$ cat src/lcd_regs_consts.svh
`ifndef LCD_REGS_CONSTS_SVH
`define LCD_REGS_CONSTS_SVH
// Direct register addresses
`define ADDR_FONT_BASE_LO 16'h8019
`define ADDR_FONT_BASE_HI 16'h801A
`define ADDR_PIX_SHIFT 16'h801B
`define ADDR_CURSOR_LO 16'h801C
`define ADDR_CURSOR_HI 16'h801D
`define ADDR_CURSOR_RD_LO 16'h801E
`define ADDR_CURSOR_RD_HI 16'h801F
`define ADDR_DEPTH 16'h8020
// Indirect command codes
`define CMD_FONT_BASE 8'h5C
`define CMD_PIX_SHIFT 8'h5A
`define CMD_CURSOR_WR 8'h46
`define CMD_CURSOR_RD 8'h47
`define CMD_DEPTH 8'h60
`define CMD_MEM_WR 8'h42
`define CMD_MEM_RD 8'h43
`define CMD_DIR_BASE 6'h13
// Field widths and reset values
`define PIX_SHIFT_MASK 8'h07
`define DEPTH_MASK 8'h03
`define RESET_BYTE 8'h00
`define RESET_WORD 16'h0000
`endif

$ cat src/lcd_regs_pkg.sv
package lcd_regs_pkg;
  typedef enum logic [1:0] {
    DIR_RIGHT = 2'b00,
    DIR_LEFT = 2'b01,
    DIR_UP = 2'b10,
    DIR_DOWN = 2'b11
  } step_dir_t;
  typedef enum logic [2:0] {
    ST_IDLE = 3'b000,
    ST_FONT = 3'b001,
    ST_SHIFT = 3'b010,
    ST_CURSOR = 3'b011,
    ST_DEPTH = 3'b100,
    ST_MEM_WR = 3'b101,
    ST_MEM_RD = 3'b110,
    ST_CUR_RD = 3'b111
  } cmd_state_t;
  typedef struct packed {
    logic sel;
    logic wr;
    logic a0;
    logic [15:0] addr;
    logic [7:0] wdata;
  } host_req_t;
  typedef struct packed {
    logic text_l1;
    logic graph_l2;
    logic graph_l3;
    logic use_l3;
  } layer_cfg_t;
  typedef struct packed {
    logic req;
    logic wr;
    logic [15:0] addr;
    logic [7:0] wdata;
  } mem_req_t;
endpackage

$ cat src/glyph_addr.sv
`timescale 1ns/1ps
// Glyph start = code * height + font base, registered
module glyph_addr (
  input wire logic clk_sys,
  input wire logic arst_n,
  input wire logic [7:0] char_code,
  input wire logic [4:0] char_height,
  input wire logic [15:0] font_base,
  output logic [15:0] glyph_start
);
  logic [15:0] next_glyph_start;
  logic [12:0] product;

  // Product fits in 13 bits for 8-bit code and 5-bit height
  always_comb begin
    // Widen before multiplying so the product keeps its upper bits
    product = 13'(char_code) * 13'(char_height);
    next_glyph_start = 16'(font_base + {3'h0, product});
  end

  always_ff @(posedge clk_sys or negedge arst_n) begin
    if (!arst_n) begin
      glyph_start <= 16'h0000;
    end else begin
      glyph_start <= next_glyph_start;
    end
  end
endmodule

$ cat src/lcd_regs.sv
`timescale 1ns/1ps
`include "lcd_regs_consts.svh"
module lcd_regs
  import lcd_regs_pkg::*;
(
  // Clock and reset
  input wire logic clk_sys,
  input wire logic arst_n,
  // Host access: direct when indirect_mode low, A0 command port otherwise
  input wire lcd_regs_pkg::host_req_t host_req,
  output logic [7:0] host_rdata,
  output logic host_rvalid,
  output logic host_refused,
  // Mode and settings from the surrounding unit
  input wire logic indirect_mode,
  input wire logic first_layer_text,
  input wire logic [1:0] cursor_step_direction,
  input wire logic [15:0] address_pitch,
  input wire logic [7:0] glyph_code,
  input wire logic [4:0] glyph_height,
  // Display memory port
  output lcd_regs_pkg::mem_req_t mem_req,
  input wire logic [7:0] mem_rdata,
  input wire logic mem_rvalid,
  // Settings to the rest of the unit
  output logic [15:0] font_base,
  output logic [2:0] pixel_shift,
  output logic [1:0] pixel_depth,
  output logic [15:0] cursor_addr,
  output logic [15:0] glyph_start,
  output lcd_regs_pkg::layer_cfg_t layer_cfg
);
  import lcd_regs_pkg::*;

  typedef struct packed {
    logic [7:0] font_lo;
    logic [7:0] font_hi;
    logic [7:0] shift;
    logic [7:0] depth;
    logic [15:0] cursor;
    cmd_state_t state;
    logic [1:0] pcount;
    logic [7:0] rdata;
    logic rvalid;
    logic refused;
    mem_req_t mem;
    layer_cfg_t layers;
  } state_t;

  state_t r;
  state_t next_r;
  logic [15:0] stepped;
  logic cmd_wr;
  logic par_wr;
  logic par_rd;
  logic dir_wr;
  logic mem_access;

  // Cursor after one automatic step, direction from outside
  always_comb begin
    case (step_dir_t'(cursor_step_direction))
      DIR_RIGHT: stepped = 16'(r.cursor + 16'h0001);
      DIR_LEFT: stepped = 16'(r.cursor - 16'h0001);
      DIR_UP: stepped = 16'(r.cursor - address_pitch);
      default: stepped = 16'(r.cursor + address_pitch);
    endcase
  end

  // Indirect port decode: A0 high write is a command
  assign cmd_wr = host_req.sel & host_req.wr & host_req.a0 & indirect_mode;
  assign par_wr = host_req.sel & host_req.wr & ~host_req.a0 & indirect_mode;
  assign par_rd = host_req.sel & ~host_req.wr & host_req.a0 & indirect_mode;
  // Direction commands 4Ch-4Fh are decoded elsewhere; here they keep the state and only restart pcount
  assign dir_wr = cmd_wr && host_req.wdata[7:2] == `CMD_DIR_BASE;

  always_comb begin
    next_r = r;
    next_r.rvalid = 1'b0;
    next_r.refused = 1'b0;
    next_r.mem.req = 1'b0;
    mem_access = 1'b0;
    // Layer usage: the later layers never carry text
    next_r.layers.text_l1 = first_layer_text;
    next_r.layers.graph_l2 = 1'b1;
    next_r.layers.graph_l3 = 1'b1;
    next_r.layers.use_l3 = ~first_layer_text;
    if (host_req.sel && !indirect_mode) begin
      // Direct access; memory reads below 8000h are refused in indirect only
      if (host_req.addr[15] == 1'b0) begin
        next_r.mem.req = 1'b1;
        next_r.mem.wr = host_req.wr;
        next_r.mem.addr = host_req.addr;
        next_r.mem.wdata = host_req.wdata;
      end else if (host_req.wr) begin
        if (host_req.addr == `ADDR_FONT_BASE_LO) begin
          next_r.font_lo = host_req.wdata;
        end else if (host_req.addr == `ADDR_FONT_BASE_HI) begin
          next_r.font_hi = host_req.wdata;
        end else if (host_req.addr == `ADDR_PIX_SHIFT) begin
          next_r.shift = host_req.wdata & `PIX_SHIFT_MASK;
        end else if (host_req.addr == `ADDR_CURSOR_LO) begin
          next_r.cursor[7:0] = host_req.wdata;
        end else if (host_req.addr == `ADDR_CURSOR_HI) begin
          next_r.cursor[15:8] = host_req.wdata;
        end else if (host_req.addr == `ADDR_DEPTH) begin
          next_r.depth = host_req.wdata & `DEPTH_MASK;
        end
      end else begin
        next_r.rvalid = 1'b1;
        if (host_req.addr == `ADDR_FONT_BASE_LO) begin
          next_r.rdata = r.font_lo;
        end else if (host_req.addr == `ADDR_FONT_BASE_HI) begin
          next_r.rdata = r.font_hi;
        end else if (host_req.addr == `ADDR_PIX_SHIFT) begin
          next_r.rdata = r.shift;
        end else if (host_req.addr == `ADDR_CURSOR_LO ||
                     host_req.addr == `ADDR_CURSOR_RD_LO) begin
          next_r.rdata = r.cursor[7:0];
        end else if (host_req.addr == `ADDR_CURSOR_HI ||
                     host_req.addr == `ADDR_CURSOR_RD_HI) begin
          next_r.rdata = r.cursor[15:8];
        end else if (host_req.addr == `ADDR_DEPTH) begin
          next_r.rdata = r.depth;
        end else begin
          next_r.rdata = 8'h00;
        end
      end
    end else if (host_req.sel && indirect_mode && !host_req.a0 &&
                 host_req.addr[15] == 1'b0 && !par_wr) begin
      // Direct memory read attempt while indirect
      next_r.refused = 1'b1;
    end else if (cmd_wr) begin
      // New command always restarts parameter counting
      next_r.pcount = 2'd0;
      if (host_req.wdata == `CMD_FONT_BASE) begin
        next_r.state = ST_FONT;
      end else if (host_req.wdata == `CMD_PIX_SHIFT) begin
        next_r.state = ST_SHIFT;
      end else if (host_req.wdata == `CMD_CURSOR_WR) begin
        next_r.state = ST_CURSOR;
      end else if (host_req.wdata == `CMD_DEPTH) begin
        next_r.state = ST_DEPTH;
      end else if (host_req.wdata == `CMD_MEM_WR) begin
        next_r.state = ST_MEM_WR;
      end else if (host_req.wdata == `CMD_MEM_RD) begin
        next_r.state = ST_MEM_RD;
      end else if (host_req.wdata == `CMD_CURSOR_RD) begin
        next_r.state = ST_CUR_RD;
      end else if (!dir_wr) begin
        next_r.state = ST_IDLE;
      end
    end else if (par_wr) begin
      // Parameter bytes, font base pair first
      case (r.state)
        ST_FONT: begin
          if (r.pcount == 2'd0) begin
            next_r.font_lo = host_req.wdata;
            next_r.pcount = 2'd1;
          end else if (r.pcount == 2'd1) begin
            next_r.font_hi = host_req.wdata;
            next_r.pcount = 2'd2;
          end
        end
        ST_SHIFT: begin
          next_r.shift = host_req.wdata & `PIX_SHIFT_MASK;
        end
        ST_CURSOR: begin
          if (r.pcount == 2'd0) begin
            next_r.cursor[7:0] = host_req.wdata;
            next_r.pcount = 2'd1;
          end else if (r.pcount == 2'd1) begin
            next_r.cursor[15:8] = host_req.wdata;
            next_r.pcount = 2'd2;
          end
        end
        ST_DEPTH: begin
          next_r.depth = host_req.wdata & `DEPTH_MASK;
        end
        ST_MEM_WR: begin
          mem_access = 1'b1;
          next_r.mem.req = 1'b1;
          next_r.mem.wr = 1'b1;
          next_r.mem.addr = r.cursor;
          next_r.mem.wdata = host_req.wdata;
        end
        default: begin
          next_r.pcount = r.pcount;
        end
      endcase
    end else if (par_rd) begin
      case (r.state)
        ST_CUR_RD: begin
          // Low byte first, then high, then stays high
          next_r.rvalid = 1'b1;
          if (r.pcount == 2'd0) begin
            next_r.rdata = r.cursor[7:0];
            next_r.pcount = 2'd1;
          end else begin
            next_r.rdata = r.cursor[15:8];
          end
        end
        ST_MEM_RD: begin
          mem_access = 1'b1;
          next_r.mem.req = 1'b1;
          next_r.mem.wr = 1'b0;
          next_r.mem.addr = r.cursor;
        end
        default: begin
          next_r.rvalid = 1'b1;
          next_r.rdata = 8'h00;
        end
      endcase
    end
    // Auto step; scroll settings never touch the cursor
    if (mem_access) begin
      next_r.cursor = stepped;
    end
    // Memory read data returns to the host
    if (mem_rvalid) begin
      next_r.rvalid = 1'b1;
      next_r.rdata = mem_rdata;
    end
  end

  // All state but glyph_start in one register; everything clears on reset
  always_ff @(posedge clk_sys or negedge arst_n) begin
    if (!arst_n) begin
      r <= '0;
    end else begin
      r <= next_r;
    end
  end

  glyph_addr u_glyph (
    .clk_sys(clk_sys),
    .arst_n(arst_n),
    .char_code(glyph_code),
    .char_height(glyph_height),
    .font_base({r.font_hi, r.font_lo}),
    .glyph_start(glyph_start)
  );

  // Outputs straight from state; shift is global, not per layer
  assign host_rdata = r.rdata;
  assign host_rvalid = r.rvalid;
  assign host_refused = r.refused;
  assign mem_req = r.mem;
  assign font_base = {r.font_hi, r.font_lo};
  assign pixel_shift = r.shift[2:0];
  assign pixel_depth = r.depth[1:0];
  assign cursor_addr = r.cursor;
  assign layer_cfg = r.layers;
endmodule

$ cat config.mk
export PLATFORM = sky130hd
export DESIGN_NAME = lcd_regs
export DESIGN_NICKNAME = d
export VERILOG_FILES = /design/src/lcd_regs_pkg.sv /design/src/glyph_addr.sv /design/src/lcd_regs.sv
export VERILOG_INCLUDE_DIRS = /design/src
export SDC_FILE = /design/constraint.sdc
export NUM_CORES = 1
export LEC_CHECK = 0
export ABC_AREA = 1
export CAP_MARGIN = 20
export CORE_MARGIN = 4
export CORE_UTILIZATION = 50
export CTS_CLUSTER_DIAMETER = 30
export CTS_CLUSTER_SIZE = 28
export DETAILED_ROUTE_END_ITERATION = 7
export DONT_BUFFER_PORTS = 1
export PLACE_DENSITY = 0.64
export SKIP_CTS_REPAIR_TIMING = 1
export SLEW_MARGIN = 20
export SYNTH_ARGS = -nofsm -noshare
export SYNTH_HDL_FRONTEND = slang
export SYNTH_SLANG_ARGS = --single-unit
$ cat constraint.sdc
create_clock -name clk_sys -period 6.9 [get_ports clk_sys]
set_clock_uncertainty 0.05 [all_clocks]
set_input_delay 1.725 -clock clk_sys [delete_from_list [all_inputs] [get_ports clk_sys]]
set_output_delay 1.725 -clock clk_sys [all_outputs]
set_load 0.02 [all_outputs]
# Yosys cells after proc, flatten, opt, wreduce, memory -nomap -nowiden
# Cells that the tools add are included.
[totals]
register_bits = 108
latchBits = 0
ramBits = 0
rom_bits = 0
memories = 0
[op_classes]
n_addsub = 5
mul = 1
div = 0
order_cmp = 0
eq_ne = 61
n_shift = 0
muxes = 75
bitwise = 14
reduce_logical = 43
[op_table]
columns = ["op", "count"]
rows = [
  ["48-bit 2-to-1 mux", 5],
  ["8-bit 2-to-1 mux", 20],
  ["26-bit 2-to-1 mux", 5],
  ["16-bit == test (second input constant)", 8],
  ["16-bit 2-to-1 mux", 4],
  ["62-bit 2-to-1 mux", 1],
  ["8-bit by 7-bit == test with 1-bit output (second input constant)", 7],
  ["18-bit 2-to-1 mux", 3],
  ["9-bit 2-to-1 mux", 6],
  ["16-bit case mux with 3 select lines", 1],
  ["40-bit 2-to-1 mux", 1],
  ["3-bit inequality test (second input constant)", 13],
  ["3-bit nonzero test", 11],
  ["32-bit 2-to-1 mux", 1],
  ["3-bit 2-to-1 mux", 9],
  ["24-bit 2-to-1 mux", 1],
  ["2-bit inequality test (second input constant)", 10],
  ["9-bit case mux with 2 select lines", 1],
  ["16-bit by 1-bit adder with 16-bit output (second input constant)", 1],
  ["16-bit by 13-bit adder with 16-bit output", 1],
  ["16-bit adder", 1],
  ["16-bit by 1-bit subtractor with 16-bit output (second input constant)", 1],
  ["16-bit subtractor", 1],
  ["2-bit 2-to-1 mux", 7],
  ["other kinds (31)", 80],
]

# Logic depth before layout (Yosys ltp)
[logic_depth]
ltp_word = 16
depth_mapped = 20

# Hierarchy
# Synthesis repeated with hierarchy kept, for this count alone.
[unflattened]
hier_cells = 1227
area_unflattened_um2 = 8539.4
[by_module_without_submodules]
columns = ["mod", "n_inst", "cells_each", "area_per_inst_um2"]
rows = [
  ["lcd_regs", 1, 918, 6257.3],
  ["glyph_addr", 1, 309, 2282.2],
]

# Worst setup path before layout
# OpenSTA, ideal clock, no wires.
[synth_path]
path_kind = "input port to flip-flop"
startpoint = "in glyph_height[0]"
endpoint = "reg u_glyph.glyph_start[15]"
setup_ns = 0.124
arrival_ns = 4.673
t_required_ns = 6.726
path_slack_ns = 2.053
stages = 15
path_buffers = 1
path_cell_list = "clkbuf_1 nand2_1 fa_1 inv_1 fa_1 inv_1 fa_1 inv_1 ha_1 a21oi_1 o21ai_0 a21o_1 nand3_1 nand4_1 xor2_1"
[synth_between]
elab_chain_cells = 2
[synth_rtl]
columns = ["item", "line", "rtl"]
rows = [
  ["start, declared", "lcd_regs.sv:20", "input wire logic [4:0] glyph_height,"],
  ["8-bit by 5-bit multiplier with 13-bit output", "glyph_addr.sv:17", "product = 13'(char_code) * 13'(char_height);"],
  ["16-bit by 13-bit adder with 16-bit output", "glyph_addr.sv:18", "next_glyph_start = 16'(font_base + {3'h0, product});"],
  ["net u_glyph.next_glyph_start[15]", "glyph_addr.sv:11", "logic [15:0] next_glyph_start;"],
  ["end signal, assigned", "glyph_addr.sv:25", "glyph_start <= next_glyph_start;"],
  ["end, declared", "glyph_addr.sv:9", "output logic [15:0] glyph_start"],
]
# The timed path passes the listed nets, and every way through them passes these cells.
# A chain may end at the register's enable or synchronous reset.

# Worst setup path in the final report
[layout_path]
startpoint = "in glyph_height[0]"
endpoint = "reg u_glyph.glyph_start[13]"
# Same word-level chain as after synthesis.

==> impl_metrics.csv <==
group,metric,value,unit
worst_setup_path,end_kind,"flip-flop",
final_layout,synthToLayoutAreaGrowth,-1.25,%
placed_design,dp_hpwl,18200,µm
final_layout,final_core_util,50.5,%
global_route,grt_pass1_wl,36400,µm
timing,worst_slew_pin_slew,0.967,ns
clock_network,h-tree-depth,3,
route,ant_nets,0,
floorplanning,initial_core_util,51.2,%
global_route,grt_antenna_before_repair,0,
worst_setup_path,start_kind,"input pin",
route,highest_layer,"met4",
worst_setup_path,crit_required,7.13,ns
timing,report.final.slew_viol_count,0,
clock_network,clkLatencyLatePin,0.35,ns
global_route,grt_max_degree,98,
clock_network,cts_made_buffers,9,
floorplanning,io_pins,164,
clock_network,cts_tree,"done",
route,wl_met2,10800,µm
worst_setup_path,cp_num_buf_inv,3,
yosys,synth_cell_type_count,52,
floorplanning,fp.dieArea,0.0192,mm²
worst_setup_path,critPathTopFamily,"adder cells",
power,p_seq_share,39.8,%
timing,period_needed,4.42,ns
final_layout,drive_gt1_share,7.76,%
worst_setup_path,cpMaxStageDelayCell,"fa_1",
min_path,hold_class,"flip-flop to flip-flop",
clock_network,clkSinkCount,97,
route,met3WireLength,1500,µm
yosys,postSynthCellCount,1155,
route,dr.first_iter.drc_count,381,
yosys,synth_area,0.00851,mm²
timing,slew_headroom,35.3,%
yosys,yosysSeqAreaShare,28.5,%
power,power_frac_clock,19.3,%
power,p_comb_share,40.9,%
power,p_int,0.00155,W
timing,hold_violations,0,
final_layout,final_cell_mix,"nand2_1 (311), inv_1 (164), dfrtp_1 (97)",
clock_network,cts.clk_slew.worst_paths,0.07,ns
timing,rsz0062_at_grt,"false",
yosys,syn_nets,1295,
worst_setup_path,r2r_slack,3.17,ns
final_layout,mostFrequentLayoutCell,"nand2_1",
worst_setup_path,critPathMaxFanout,8,
final_layout,n_antenna_cell,0,
final_layout,num-fill-cells,1687,
route,wl_per_cell,17.6,µm
clock_network,clockBufferDepth,2,
worst_setup_path,crit_top_cell,"nand2_1",
route,route.detailed.drc,0,
yosys,yosys_warnings,0,
timing,max_freq,0.226,GHz
clock_network,root_buffer,"clkbuf_16",
final_layout,nets,1205,
global_route,globalRoute.totalOverflow,0,
worst_setup_path,crit_type,"input pin to flip-flop",
timing,fin_crit_sh,64.0,%
route,met1_length,9540,µm
route,via_per_inst,5.38,
floorplanning,die-height,138,µm
timing,finalSetupViolations,0,
worst_setup_path,cpPeakStageDelay,0.53,ns
floorplanning,coreArea,0.0166,mm²
global_route,grt_usage,23.6,%
global_route,grt_pass1_vias,6811,
power,leakage,4.50,nW
timing,fin_tns_setup,0,ns
run_status,status,"completed",
flow_run,cap_violations,0,
placed_design,gp_congestion,0.890,
placed_design,io_buffers,0,
power,p_sw,0.00138,W
power,power.density,349,mW/mm²
floorplanning,num_rows,47,
power,switching_share,47.2,%
yosys,syn_avg_cell_area,7.37,µm²
route,vias,6942,
worst_setup_path,crit_arrival,4.64,ns
route,drtPass1Iterations,5,
worst_setup_path,crit_chain,"nand2_1, fa_1, inv_1, fa_1, inv_1, fa_1, inv_1, ha_1, nand2_1, o21ai_0, nand2_1, nand3_1, nand3_1, nand2_1, xor2_1",
yosys,synth_seq_cells,97,
floorplanning,fp.dieW,138,µm
route,drt_wl_total,22700,µm
power,vdd_drop_max,0.167,mV
logic make-up (layout without fill, tap and decap cells):
logic type                 count (synthesis)  in the layout  synth area share (%)
and+or+nand+nor                          518            518                  27.2
adders and majority gates                 69             69                  12.8
xor gates and xnor gates                  29             29                  2.98
DFF                                       97             97                  28.5
muxes                                      8              8                  1.06
AOI/OAI and AO/OA                        155            155                  11.2
buffers and inverters                    278            193                  16.2
other                                      1              1                0.0440
area by class of cell:
| cell class | count | area [µm²] | area share [%] |
|---|---|---|---|
| clock buffer | 11 | 243 | 2.89 |
| tap | 220 | 275 | 3.27 |
| sequential | 97 | 2430 | 28.9 |
| clock inverter | 5 | 86.3 | 1.03 |
| inverter | 177 | 667 | 7.93 |
| multi-input combinational | 780 | 4710 | 56.0 |
cell usage after synthesis, drive strengths merged:
| master | number | area share, % |
|---|---|---|
| inv | 175 | 7.7 |
| o21bai | 6 | 0.53 |
| mux2 | 8 | 1.1 |
| o2111ai | 1 | 0.10 |
| nor4 | 2 | 0.15 |
| a31oi | 7 | 0.51 |
| nand3 | 74 | 4.7 |
| conb | 1 | 0.044 |
| a21oi | 48 | 3.0 |
| dfrtp | 97 | 29 |
| o221ai | 6 | 0.62 |
| a21o | 2 | 0.18 |
| nor3 | 13 | 1.3 |
| buf | 88 | 7.8 |
| fa | 30 | 7.1 |
| nor2 | 80 | 4.2 |
| nand3b | 6 | 0.53 |
| a22oi | 10 | 0.88 |
| clkbuf | 13 | 0.59 |
| o21ai | 57 | 3.8 |
| o21a | 3 | 0.26 |
| or2 | 4 | 0.29 |
| a31o | 1 | 0.10 |
| xnor2 | 8 | 0.82 |
| nand4 | 19 | 1.5 |
| nand2 | 319 | 15 |
| xor2 | 21 | 2.2 |
| a22o | 1 | 0.10 |
| ha | 39 | 5.7 |
| o311ai | 2 | 0.21 |
| o31ai | 2 | 0.18 |
| o22ai | 9 | 0.66 |
| clkinv | 2 | 0.088 |
| and2 | 1 | 0.074 |
sequential cells by signal (all words and copies together) (netlist names):
| register | cells |
|---|---|
| host_rdata | 8 |
| u_glyph.glyph_start | 16 |
| r | 5 |
| layer_cfg | 3 |
| pixel_shift | 3 |
| host_refused | 1 |
| host_rvalid | 1 |
| cursor_addr | 16 |
| mem_req | 26 |
| pixel_depth | 2 |
| font_base | 16 |
power groups by stage:
stage               Sequential, W  Clock (W)  Combinational, W
floorplan                0.000917          0           0.00131
global placement          0.00118          0           0.00117
detailed placement        0.00118          0           0.00120
CTS                       0.00117   0.000578           0.00121
global route              0.00118   0.000606           0.00139
finish                    0.00117   0.000565           0.00120
stage by stage:
step                      setup slack [ns]  instances  cell area [µm²]  hold WS, ns  power (W)
after floorplan                       2.05       1155             8510        0.400    0.00222
after global placement                2.18       1274             8080        0.424    0.00235
after detailed placement              2.12       1274             8080        0.436    0.00239
after CTS                             2.48       1290             8410        0.452    0.00296
after global routing                  2.31       1290             8410        0.511    0.00318
final                                 2.48       1290             8410        0.447    0.00293
path summary, 6_finish.rpt:
kind	startpoint	endpoint	cells past startpoint
worst max-delay path	glyph_height[0]	u_glyph.glyph_start[13]	15
worst min-delay path	r[40]	r[40]	2
worst max register to register	font_base[6]	u_glyph.glyph_start[13]	15
worst min register to register	r[40]	r[40]	2
max in group asynchronous	arst_n	mem_req[7]	0
min in group asynchronous	arst_n	mem_req[25]	0
per-layer routing:
layer	vias to the layer above	GRT usage, %
met4	0	9.15
met2	192	38.8
met3	39	5.84
met1	3272	30.2
met5	-	0
li1	3439	-
worst reg2reg max path, stage by stage (launching register included):
cell	delay (ns)
dfrtp_1	0.58
inv_1	0.12
fa_1	0.54
inv_1	0.05
fa_1	0.53
inv_1	0.05
fa_1	0.47
inv_1	0.04
ha_1	0.35
nand2_1	0.09
o21ai_0	0.28
nand2_1	0.08
nand3_1	0.12
nand3_1	0.08
nand2_1	0.08
xor2_1	0.15
(Power assumes the default switching activity.)
